## src/pkg/sbsc_pkg.sv

```systemverilog
// Operation
// - strobe with chip disabled gives deselect cycle
// - enabled processor strobe starts burst read
// - controller strobe starts burst, direction from qualifier
// - no strobe, step low: advance, then access
// - no strobe, step high: repeat current address
// - first low enable high masks processor strobe
// - write when all-lanes or lane gate low
// - output enable high kills drivers asynchronously
// - drivers turn on only in read-data cycles
// - dummy read advances counter like normal read
// - every decode table combination is supported
// - linear or interleaved order, wraps after four
// - lane gate low writes selected lanes only
// - all-lanes write low writes every lane
// - data lines undriven after a write edge in flow-through, one edge later in pipeline
`default_nettype none

package sbsc_pkg;

  ////////////////////////////////////////////////////////////////////////////
  // array geometry
  localparam int SBSC_ADDR_W = 4;
  localparam int SBSC_DEPTH = 16;
  localparam int SBSC_LANES = 4;
  localparam int SBSC_LANE_W = 8;
  localparam int SBSC_DATA_W = 32;

  ////////////////////////////////////////////////////////////////////////////
  // register map, byte addresses on the wishbone port
  localparam int SBSC_WB_ADR_W = 8;
  localparam logic [7:0] SBSC_OFS_CTRL = 8'h00;
  localparam logic [7:0] SBSC_OFS_STATUS = 8'h04;

  // control register fields and reset value
  localparam int SBSC_CTRL_ORDER_BIT = 0;
  localparam int SBSC_CTRL_FT_BIT = 1;
  localparam logic [1:0] SBSC_CTRL_RESET = 2'h3;

  // status register fields
  localparam int SBSC_STAT_ADDR_LSB = 0;
  localparam int SBSC_STAT_KIND_LSB = 4;
  localparam int SBSC_STAT_VALID_BIT = 7;
  localparam int SBSC_STAT_CNT_LSB = 8;

  // values after reset
  localparam logic [1:0] SBSC_CNT_RESET = 2'h0;
  localparam logic [3:0] SBSC_ADDR_RESET = 4'h0;

  ////////////////////////////////////////////////////////////////////////////
  // kind of cycle decoded at a clock edge
  typedef enum logic [2:0] {
    SBSC_DESELECT,
    SBSC_BEGIN_READ,
    SBSC_BEGIN_WRITE,
    SBSC_CONT_READ,
    SBSC_CONT_WRITE,
    SBSC_SUSP_READ,
    SBSC_SUSP_WRITE
  } sbsc_cycle_t;

endpackage

`default_nettype wire

```

## src/hw/sbsc_core.sv

```systemverilog
// Decided for this implementation: the Wishbone interface to the registers and the register offsets.
`default_nettype none

module sbsc_core
  import sbsc_pkg::*;
(
  input wire logic clk_i,
  input wire logic rst_i,
  // wishbone classic slave
  input wire logic wb_cyc_i,
  input wire logic wb_stb_i,
  input wire logic wb_we_i,
  input wire logic [SBSC_WB_ADR_W-1:0] wb_adr_i,
  input wire logic [3:0] wb_sel_i,
  input wire logic [31:0] wb_dat_i,
  output logic [31:0] wb_dat_o,
  output logic wb_ack_o,
  // synchronous memory pins
  input wire logic [SBSC_ADDR_W-1:0] addr_i,
  input wire logic chip_sel_low_a_n_i,
  input wire logic chip_sel_high_i,
  input wire logic chip_sel_low_b_n_i,
  input wire logic processor_addr_strobe_n_i,
  input wire logic controller_addr_strobe_n_i,
  input wire logic burst_step_n_i,
  input wire logic all_lanes_write_n_i,
  input wire logic lane_write_gate_n_i,
  input wire logic lane0_write_n_i,
  input wire logic lane1_write_n_i,
  input wire logic lane2_write_n_i,
  input wire logic lane3_write_n_i,
  input wire logic output_enable_n_i,
  input wire logic [SBSC_DATA_W-1:0] dq_i,
  output logic [SBSC_DATA_W-1:0] dq_o,
  output logic dq_oe_o
);

  ////////////////////////////////////////////////////////////////////////////
  // state

  logic [1:0] ctrl_ff;
  logic [1:0] cnt_ff;
  logic [SBSC_ADDR_W-1:0] base_ff;
  logic [SBSC_ADDR_W-1:0] last_addr_ff;
  sbsc_cycle_t kind_ff;
  logic [SBSC_DATA_W-1:0] mem_ff [SBSC_DEPTH];
  logic [SBSC_DATA_W-1:0] s1_data_ff;
  logic s1_valid_ff;
  logic [SBSC_DATA_W-1:0] out_data_ff;
  logic out_valid_ff;
  logic ack_ff;
  logic [31:0] rdat_ff;

  ////////////////////////////////////////////////////////////////////////////
  // mode bits held in the control register

  wire linear_order_sel_n = ctrl_ff[SBSC_CTRL_ORDER_BIT];
  wire flow_through_sel_n = ctrl_ff[SBSC_CTRL_FT_BIT];
  wire [SBSC_LANES-1:0] lane_write_n = {lane3_write_n_i, lane2_write_n_i,
                                        lane1_write_n_i, lane0_write_n_i};

  ////////////////////////////////////////////////////////////////////////////
  // cycle decode at the rising edge

  // combined enable: high enable high, both low enables low
  wire chip_on = chip_sel_high_i & ~chip_sel_low_a_n_i & ~chip_sel_low_b_n_i;
  // processor strobe only counts while the first low enable is low
  wire psp_go = ~processor_addr_strobe_n_i & ~chip_sel_low_a_n_i;
  wire csp_go = ~controller_addr_strobe_n_i;
  wire strobe_go = psp_go | csp_go;
  // a starting strobe with the chip off is a deselect
  wire is_desel = strobe_go & ~chip_on;
  wire is_begin = strobe_go & chip_on;
  // write qualifier from global write and lane gate
  wire wr_q = ~all_lanes_write_n_i | ~lane_write_gate_n_i;
  // processor strobe forces a read; controller strobe follows qualifier
  wire begin_wr = ~psp_go & wr_q;
  wire is_step = ~strobe_go & ~burst_step_n_i;
  wire is_susp = ~strobe_go & burst_step_n_i;
  // every combination lands in exactly one kind of cycle
  wire is_write = is_begin ? begin_wr : (~is_desel & wr_q);
  wire is_read = ~is_desel & ~is_write;

  ////////////////////////////////////////////////////////////////////////////
  // burst counter and beat address

  // restart at zero on a new burst, count on a step, else hold
  wire [1:0] nxt_cnt = is_begin ? SBSC_CNT_RESET :
                       is_step ? cnt_ff + 2'h1 : cnt_ff;
  // linear adds, interleaved xors; two bits wrap after four beats
  wire [1:0] lin_lo = base_ff[1:0] + nxt_cnt;
  wire [1:0] ilv_lo = base_ff[1:0] ^ nxt_cnt;
  wire [1:0] burst_lo = linear_order_sel_n ? ilv_lo : lin_lo;
  wire [SBSC_ADDR_W-1:0] burst_addr = {base_ff[SBSC_ADDR_W-1:2], burst_lo};
  // new bursts take the external address
  wire [SBSC_ADDR_W-1:0] beat_addr = is_begin ? addr_i : burst_addr;
  wire [SBSC_ADDR_W-1:0] nxt_base = is_begin ? addr_i : base_ff;

  // decoded kind for the status register
  wire sbsc_cycle_t nxt_kind = is_desel ? SBSC_DESELECT :
                               is_begin ? (begin_wr ? SBSC_BEGIN_WRITE : SBSC_BEGIN_READ) :
                               is_step ? (wr_q ? SBSC_CONT_WRITE : SBSC_CONT_READ) :
                               (wr_q ? SBSC_SUSP_WRITE : SBSC_SUSP_READ);

  // burst position only moves on real cycles; deselect uses no address
  always_ff @(posedge clk_i) begin
    if (rst_i) begin
      cnt_ff <= SBSC_CNT_RESET;
      base_ff <= SBSC_ADDR_RESET;
      last_addr_ff <= SBSC_ADDR_RESET;
      kind_ff <= SBSC_DESELECT;
    end else begin
      kind_ff <= nxt_kind;
      if (!is_desel) begin
        cnt_ff <= nxt_cnt;
        base_ff <= nxt_base;
        last_addr_ff <= beat_addr;
      end
    end
  end

  ////////////////////////////////////////////////////////////////////////////
  // byte lane write merge

  wire [SBSC_DATA_W-1:0] mem_rd = mem_ff[beat_addr];
  logic [SBSC_LANES-1:0] lane_we;
  logic [SBSC_DATA_W-1:0] wr_word;

  // per lane: global write takes all lanes, else the gated lane enables
  genvar gi;
  generate
    for (gi = 0; gi < SBSC_LANES; gi++) begin : g_lane
      assign lane_we[gi] = is_write &
                           (~all_lanes_write_n_i | ~lane_write_n[gi]);
      assign wr_word[gi*SBSC_LANE_W +: SBSC_LANE_W] = lane_we[gi] ?
          dq_i[gi*SBSC_LANE_W +: SBSC_LANE_W] :
          mem_rd[gi*SBSC_LANE_W +: SBSC_LANE_W];
    end
  endgenerate

  // write data is taken at the same edge as the beat address
  always_ff @(posedge clk_i) begin
    if (is_write) begin
      mem_ff[beat_addr] <= wr_word;
    end
  end

  ////////////////////////////////////////////////////////////////////////////
  // read data path

  // flow-through loads the output straight from the array,
  // pipeline goes through one more stage
  wire ft_mode = ~flow_through_sel_n;
  wire [SBSC_DATA_W-1:0] nxt_out_data = ft_mode ? mem_rd : s1_data_ff;
  wire nxt_out_valid = ft_mode ? is_read : s1_valid_ff;

  // valid is cleared by writes and deselects, so the lanes stay off
  always_ff @(posedge clk_i) begin
    if (rst_i) begin
      s1_valid_ff <= 1'b0;
      out_valid_ff <= 1'b0;
    end else begin
      s1_valid_ff <= is_read;
      out_valid_ff <= nxt_out_valid;
    end
  end

  // read words, all lanes together
  always_ff @(posedge clk_i) begin
    if (rst_i) begin
      s1_data_ff <= '0;
      out_data_ff <= '0;
    end else begin
      s1_data_ff <= mem_rd;
      out_data_ff <= nxt_out_data;
    end
  end

  ////////////////////////////////////////////////////////////////////////////
  // data pin drive

  assign dq_o = out_data_ff;
  // output enable gates without the clock, so a high level
  // turns the drivers off at once; a dummy read never drives
  assign dq_oe_o = out_valid_ff & ~output_enable_n_i;

  ////////////////////////////////////////////////////////////////////////////
  // wishbone slave

  // one access per strobe, answered one cycle later
  wire wb_hit = wb_cyc_i & wb_stb_i & ~ack_ff;
  wire hit_ctrl = (wb_adr_i == SBSC_OFS_CTRL);
  wire hit_status = (wb_adr_i == SBSC_OFS_STATUS);
  wire ctrl_wr = wb_hit & wb_we_i & wb_sel_i[0] & hit_ctrl;

  // status word: beat address, cycle kind, output valid, counter
  logic [31:0] status_word;
  always_comb begin
    status_word = '0;
    status_word[SBSC_STAT_ADDR_LSB +: SBSC_ADDR_W] = last_addr_ff;
    status_word[SBSC_STAT_KIND_LSB +: 3] = kind_ff;
    status_word[SBSC_STAT_VALID_BIT] = out_valid_ff;
    status_word[SBSC_STAT_CNT_LSB +: 2] = cnt_ff;
  end

  // read mux by address; unmapped reads as zero
  wire [31:0] nxt_rdat = hit_ctrl ? {30'h0, ctrl_ff} :
                         hit_status ? status_word : 32'h0;

  // control register, byte lane zero only
  always_ff @(posedge clk_i) begin
    if (rst_i) begin
      ctrl_ff <= SBSC_CTRL_RESET;
    end else if (ctrl_wr) begin
      ctrl_ff <= wb_dat_i[1:0];
    end
  end

  // acknowledge and registered read data
  always_ff @(posedge clk_i) begin
    if (rst_i) begin
      ack_ff <= 1'b0;
      rdat_ff <= '0;
    end else begin
      ack_ff <= wb_hit;
      if (wb_hit) begin
        rdat_ff <= nxt_rdat;
      end
    end
  end

  assign wb_ack_o = ack_ff;
  assign wb_dat_o = rdat_ff;

endmodule

`default_nettype wire

```

## config.mk

```make
export PLATFORM = sky130hd
export DESIGN_NAME = sbsc_core
export DESIGN_NICKNAME = d
export VERILOG_FILES = /design/src/pkg/sbsc_pkg.sv /design/src/hw/sbsc_core.sv
export SDC_FILE = /design/constraint.sdc
export NUM_CORES = 1
export LEC_CHECK = 0
export CORE_MARGIN = 8
export CORE_UTILIZATION = 51
export CTS_CLUSTER_DIAMETER = 100
export DETAILED_ROUTE_END_ITERATION = 8
export DONT_BUFFER_PORTS = 1
export GPL_TIMING_DRIVEN = 0
export PLACE_DENSITY = 0.66
export REMOVE_ABC_BUFFERS = 1
export SLEW_MARGIN = 20
export SYNTH_ARGS = -nofsm -noshare
export SYNTH_HDL_FRONTEND = slang
export SYNTH_SLANG_ARGS = --single-unit
```

## constraint.sdc

```tcl
create_clock -name clk_i -period 10.41 [get_ports clk_i]
set_input_delay 1.041 -clock clk_i [delete_from_list [all_inputs] [get_ports clk_i]]
set_output_delay 1.041 -clock clk_i [all_outputs]
set_load 0.02 [all_outputs]
```

# After elaboration in Yosys (flattened, before gate mapping)
# Memories as Yosys holds them, arrays and structs flattened.
# Cells that the tools add are included.
[op_classes]
n_shift = 0
addsub = 2
n_bitwise = 44
div_mod_pow = 0
n_eq_ne = 1
n_lt_le_gt_ge = 0
n_reduce_logical = 3
mul = 0
mux = 20
[op_table]
columns = ["cell", "n"]
rows = [
  ["32-bit 2-to-1 mux", 1],
  ["8-bit 2-to-1 mux", 4],
  ["10-bit 2-to-1 mux", 2],
  ["1-bit bitwise AND", 19],
  ["1-bit NOT", 18],
  ["2-bit 2-to-1 mux", 5],
  ["3-bit 2-to-1 mux", 3],
  ["8-bit by 3-bit equality test with 1-bit output (second input constant)", 1],
  ["8-bit logical NOT", 1],
  ["1-bit bitwise OR", 6],
  ["1-bit 2-to-1 mux", 4],
  ["4-bit 2-to-1 mux", 1],
  ["2-bit by 1-bit adder with 2-bit output (second input constant)", 1],
  ["2-bit adder", 1],
  ["2-bit AND reduction", 1],
  ["2-bit OR reduction", 1],
  ["2-bit bitwise XOR", 1],
]
[totals]
latchBits = 0
romBits = 0
in_bits = 98
ram_bits = 512
register_bits = 114
mem_count = 1
output_inout_bits = 66
word_cells = 82
[mem_list]
columns = ["memory", "depth", "width", "rd", "rd_clocked_by_memory_dff", "wr", "line", "rtl"]
rows = [
  ["mem_ff", 16, 32, 1, 0, 1, "sbsc_core.sv:46", "logic [SBSC_DATA_W-1:0] mem_ff [SBSC_DEPTH];"],
]

# Logic depth before layout (Yosys ltp)
# An unclocked memory read counts as a cell.
[depth]
word_depth = 12
depth_mapped = 13
mapped_depth_nobuf = 12

# Least setup slack after synthesis
# Ideal clock, no wire load.
[synth_timing]
kind = "input to register"
from = "input chip_sel_low_b_n_i"
to = "memory mem_ff[0][0] (enable)"
setup_time_ps = 421
slack_ps = 5473
t_arrival_ps = 4516
n_path_buf = 1
cell_stages = 11
required_time_ps = 9989
cell_sequence = "or3b_4 -> a21oi_4 -> buf_4 -> nor2_1 -> ha_1 -> nor2b_1 -> xnor2_1 -> mux2_2 -> a21oi_1 -> nand2_1 -> nor2_1"
[synth_between]
elab_cells_between_ends = 15
classes_between = "add/sub: 1; mux: 6; bitwise: 8"
[synth_lines]
columns = ["item", "line", "rtl"]
rows = [
  ["start, declared", "sbsc_core.sv:22", "input wire logic chip_sel_low_b_n_i,"],
  ["1-bit NOT (*)", "sbsc_core.sv:66", "wire chip_on = chip_sel_high_i & ~chip_sel_low_a_n_i & ~chip_sel_low_b_n_i;"],
  ["1-bit bitwise AND (*)", "sbsc_core.sv:66", ""],
  ["1-bit bitwise AND (*)", "sbsc_core.sv:73", "wire is_begin = strobe_go & chip_on;"],
  ["2-bit 2-to-1 mux (*)", "sbsc_core.sv:88", "wire [1:0] nxt_cnt = is_begin ? SBSC_CNT_RESET :"],
  ["via nxt_cnt[0]", "sbsc_core.sv:88", ""],
  ["2-bit adder or 2-bit bitwise XOR (tied branches)", "sbsc_core.sv:91, sbsc_core.sv:92", ""],
  ["2-bit 2-to-1 mux (*)", "sbsc_core.sv:93", "wire [1:0] burst_lo = linear_order_sel_n ? ilv_lo : lin_lo;"],
  ["4-bit 2-to-1 mux (*)", "sbsc_core.sv:96", "wire [SBSC_ADDR_W-1:0] beat_addr = is_begin ? addr_i : burst_addr;"],
  ["end, declared", "sbsc_core.sv:46", ""],
]
# The timed path passes the listed nets; every way through them passes the cells marked *.

# Final worst setup path
[layout_timing]
from = "input chip_sel_low_b_n_i"
to = "memory mem_ff[13][20], data pin"
[layout_between]
elab_chain_cells = 9
elab_cells_between_ends = 16
classes_between = "add/sub: 1; mux: 5; bitwise: 9; memory: 1"
[layout_lines]
columns = ["item", "line", "rtl"]
rows = [
  ["1-bit NOT (*)", "sbsc_core.sv:66", ""],
  ["1-bit bitwise AND (*)", "sbsc_core.sv:66", ""],
  ["1-bit bitwise AND (*)", "sbsc_core.sv:73", ""],
  ["2-bit 2-to-1 mux (*)", "sbsc_core.sv:88", ""],
  ["via nxt_cnt[0]", "sbsc_core.sv:88", ""],
  ["2-bit adder or 2-bit bitwise XOR (tied branches)", "sbsc_core.sv:91, sbsc_core.sv:92", ""],
  ["2-bit 2-to-1 mux (*)", "sbsc_core.sv:93", ""],
  ["4-bit 2-to-1 mux (*)", "sbsc_core.sv:96", ""],
  ["memory read 16 x 32 bit (*)", "--", ""],
  ["8-bit 2-to-1 mux (*)", "sbsc_core.sv:135", "assign wr_word[gi*SBSC_LANE_W +: SBSC_LANE_W] = lane_we[gi] ?"],
  ["via wr_word[20]", "sbsc_core.sv:127", "logic [SBSC_DATA_W-1:0] wr_word;"],
]
# Marked as above.

==> metrics.md <==
| Metric | Value |
|---|---|
| Placed cell area | 0.0254 mm² |
| Post_cts resized | 0 |
| WL per Instance | 26.5 µm |
| Row count | 79 |
| Avg Inst Size Synth | 14.6 µm² |
| Clock buffer count from CTS | 60 |
| Clock Tree Buf Depth | 3 |
| Post-synth top area cell | edfxtp_1 |
| Worst Skew | 21.9 ps |
| Initial DRC count | 1636 |
| Synth unique cells | 44 |
| Power Dens Cells | 199 mW/mm² |
| Grt met2 use | 0.346 |
| First-pass GRT wire length | 88900 µm |
| I/O pin cnt | 164 |
| Largest net degree at the start of global routing | 78 |
| Worst Path Required | 10740 ps |
| DIE AREA | 0.0536 mm² |
| Minimum clock period after layout | 4720 ps |
| DP Cell Count | 2166 |
| Post-Syn Instances | 1626 |
| Final std cells w/o fill | 2279 |
| Final wirelength | 60300 µm |
| Post-DP HPWL | 35500 µm |
| CTS H-tree depth | 2 |
| CTS clock-pin slew for the worst setup and hold paths | 60 ps |
| CTS tree | done |
| Ys Warns | 0 |
| Clock Latency Late Sink | 630 ps |
| Via/cell ratio | 6.24 |
| Worst vdd ir | 0.129 mV |
| Post-route antenna net violation count | 0 |
| Overflow after GRT | 0 |
| Fmax | 212 MHz |
| Post-route cell area | 0.0273 mm² |
| Leak pwr | 0.00910 µW |
| Final TNS setup | 0 ps |
| Worst Tran Pin Value | 905 ps |
| Most used DFF post-synth | edfxtp_1 |
| Layout Nets | 1721 |
| Ratio of final minimum period to clock period | 0.453 |
| Tot Pwr | 5420 µW |
| Area share of the largest cell type after synthesis | 0.650 |
| Sequential area share after synthesis | 0.727 |
| Clk sink count | 604 |
| Crit path launch type | input pin |
| Area grow syn2layout | 15.4% |
| GP Congestion | 0.740 |
| RSZ-0062 raised after global routing | no |
| Core Area | 0.0462 mm² |
| WP data arrival | 5050 ps |
| Post-CTS Hold Buffers | 0 |
| Crit Path Class | in -> reg |
| Vias post-DR | 14200 |
| Syn Std Cell Area | 0.0237 mm² |
| Relative slew slack | 0.395 |
| GR Util All Layers | 0.221 |
| Post-CTS Setup Inserts | 0 |
| Antenna violations before repair | 5 |
| Drt pass-1 iters | 5 |
| Max-Cap Viols | 0 |
| Most frequent cells in the layout | 512 x edfxtp_1, 245 x nand2_1, 104 x a211oi_1, 100 x and3_1, 100 x a311oi_1 |
| Die Height | 231 µm |
| Share of cells above drive strength 1 | 0.127 |
| Final setup viols | 0 |
| R2R cell count | 11 |
| M1 GR Usage | 0.309 |
| Port Buffers | 0 |
| GR peak layer | met2 |
| Number of global-route vias before repair | 13800 |
| Async set-reset flop share out of synthesis | 0 |
| Cells taking the most area after synthesis | edfxtp_1 65%, dfxtp_1 7.8%, nand2_1 3.9%, a311oi_1 3.7%, a211oi_1 3.3% |
| Crit path max fanout | 16 |
| Final hold viol count | 0 |
| Starting Density | 0.513 |
| Status | completed |
| Clk Tree Root Cell | clkbuf_16 |
| Min-delay worst type | reg -> reg |
| GRT met3 Usage | 0.0423 |
| Setup crit end kind | register |
| EDFF count, synth | 512 |
| Synth Register Bits | 604 |
| Width of the die | 231 µm |
| Final Core Density | 0.591 |
| Drc violations | 0 |
| Pins over their slew limit | 0 |
| Hold path depth | 1 |
| Most common cell after layout, fill and taps aside | edfxtp_1 |
[worst paths after layout]
| path | slack [ps] | endpoint | start |
|---|---|---|---|
| setup / recovery | 5690 | mem_ff[13][20] | chip_sel_low_b_n_i |
| setup reg to reg | 6410 | mem_ff[13][20] | cnt_ff[0] |
| hold / removal | 440 | wb_dat_o[5] | kind_ff[1] |
| hold reg to reg | 440 | wb_dat_o[5] | kind_ff[1] |
[Yosys cell counts, drive strengths merged (3+ instances only)]
library cell  number
a211oi           104
a21o               4
a21oi             39
a221oi            28
a22o              40
a311oi           100
and3             100
buf               79
clkbuf            67
dfxtp             92
edfxtp           512
mux2              34
mux2i             32
nand2            246
nand2b             3
nor2              41
nor2b             39
nor3               5
nor3b              5
o21ai              4
or4               32
xnor2              4
[power by group]
group	switching (µW)	internal [µW]	leakage [µW]	total (µW)
clock network	896	1160	0.000922	2060
logic	346	169	0.00279	515
registers	32.4	2820	0.00539	2850
[cell families (layout without fill, tap and decap cells)]
logic type | Yosys count | after routing | synth area share
compound gates | 323 | 323 | 0.110
xor+xnor | 5 | 5 | 0.00185
fa+ha+maj | 2 | 2 | 0.00106
buf+inv | 147 | 171 | 0.0311
flops | 604 | 604 | 0.727
mux | 66 | 66 | 0.0299
other cells | 1 | 23 | 0.000158
simple gates | 478 | 478 | 0.0988
[through the flow]
| stage | hold slack (ps) | worst slack, ps |
|---|---|---|
| floorplan | 420 | 375 |
| global placement | 423 | -8160 |
| detailed placement | 426 | 5130 |
| CTS | 440 | 5760 |
| global route | 451 | 5530 |
| finish | 440 | 5690 |
[critical path, cell delays in order]
cell and delay (ps):
or3b_4 410, a21oi_4 400, nor2_1 100, ha_1 200, nor2b_1 140, xnor2_1 390, xor2_1 270, a32oi_4 660
buf_16 240, a311oi_1 70, or4_1 660, mux2_2 440
[metal layers]
metal  vias up  routed length, µm
met2       618              27900
li1       6300                  -
met3       140               5230
met5         -                 41
met1      7158              25600
met4         6               1600
[cell type report]
cell class / instances / area [µm²]
Fill cell: 3429 / 18900
Sequential cell: 604 / 17200
Multi-Input combinational cell: 896 / 5990
Clock buffer: 83 / 1700
Timing Repair Buffer: 58 / 1450
Tap cell: 607 / 759
Clock inverter: 29 / 173
Inverter: 1 / 3.75
Antenna cell: 1 / 2.50
[registers in the layout, indices dropped and copies added (netlist names)]
signal / flops
dq_o: 32
base_ff: 4
s1_data_ff: 32
cnt_ff: 2
out_valid_ff: 1
mem_ff: 512
wb_ack_o: 1
s1_valid_ff: 1
kind_ff: 3
last_addr_ff: 4
ctrl_ff: 2
wb_dat_o: 10
Power figures use the tool's default switching activity.
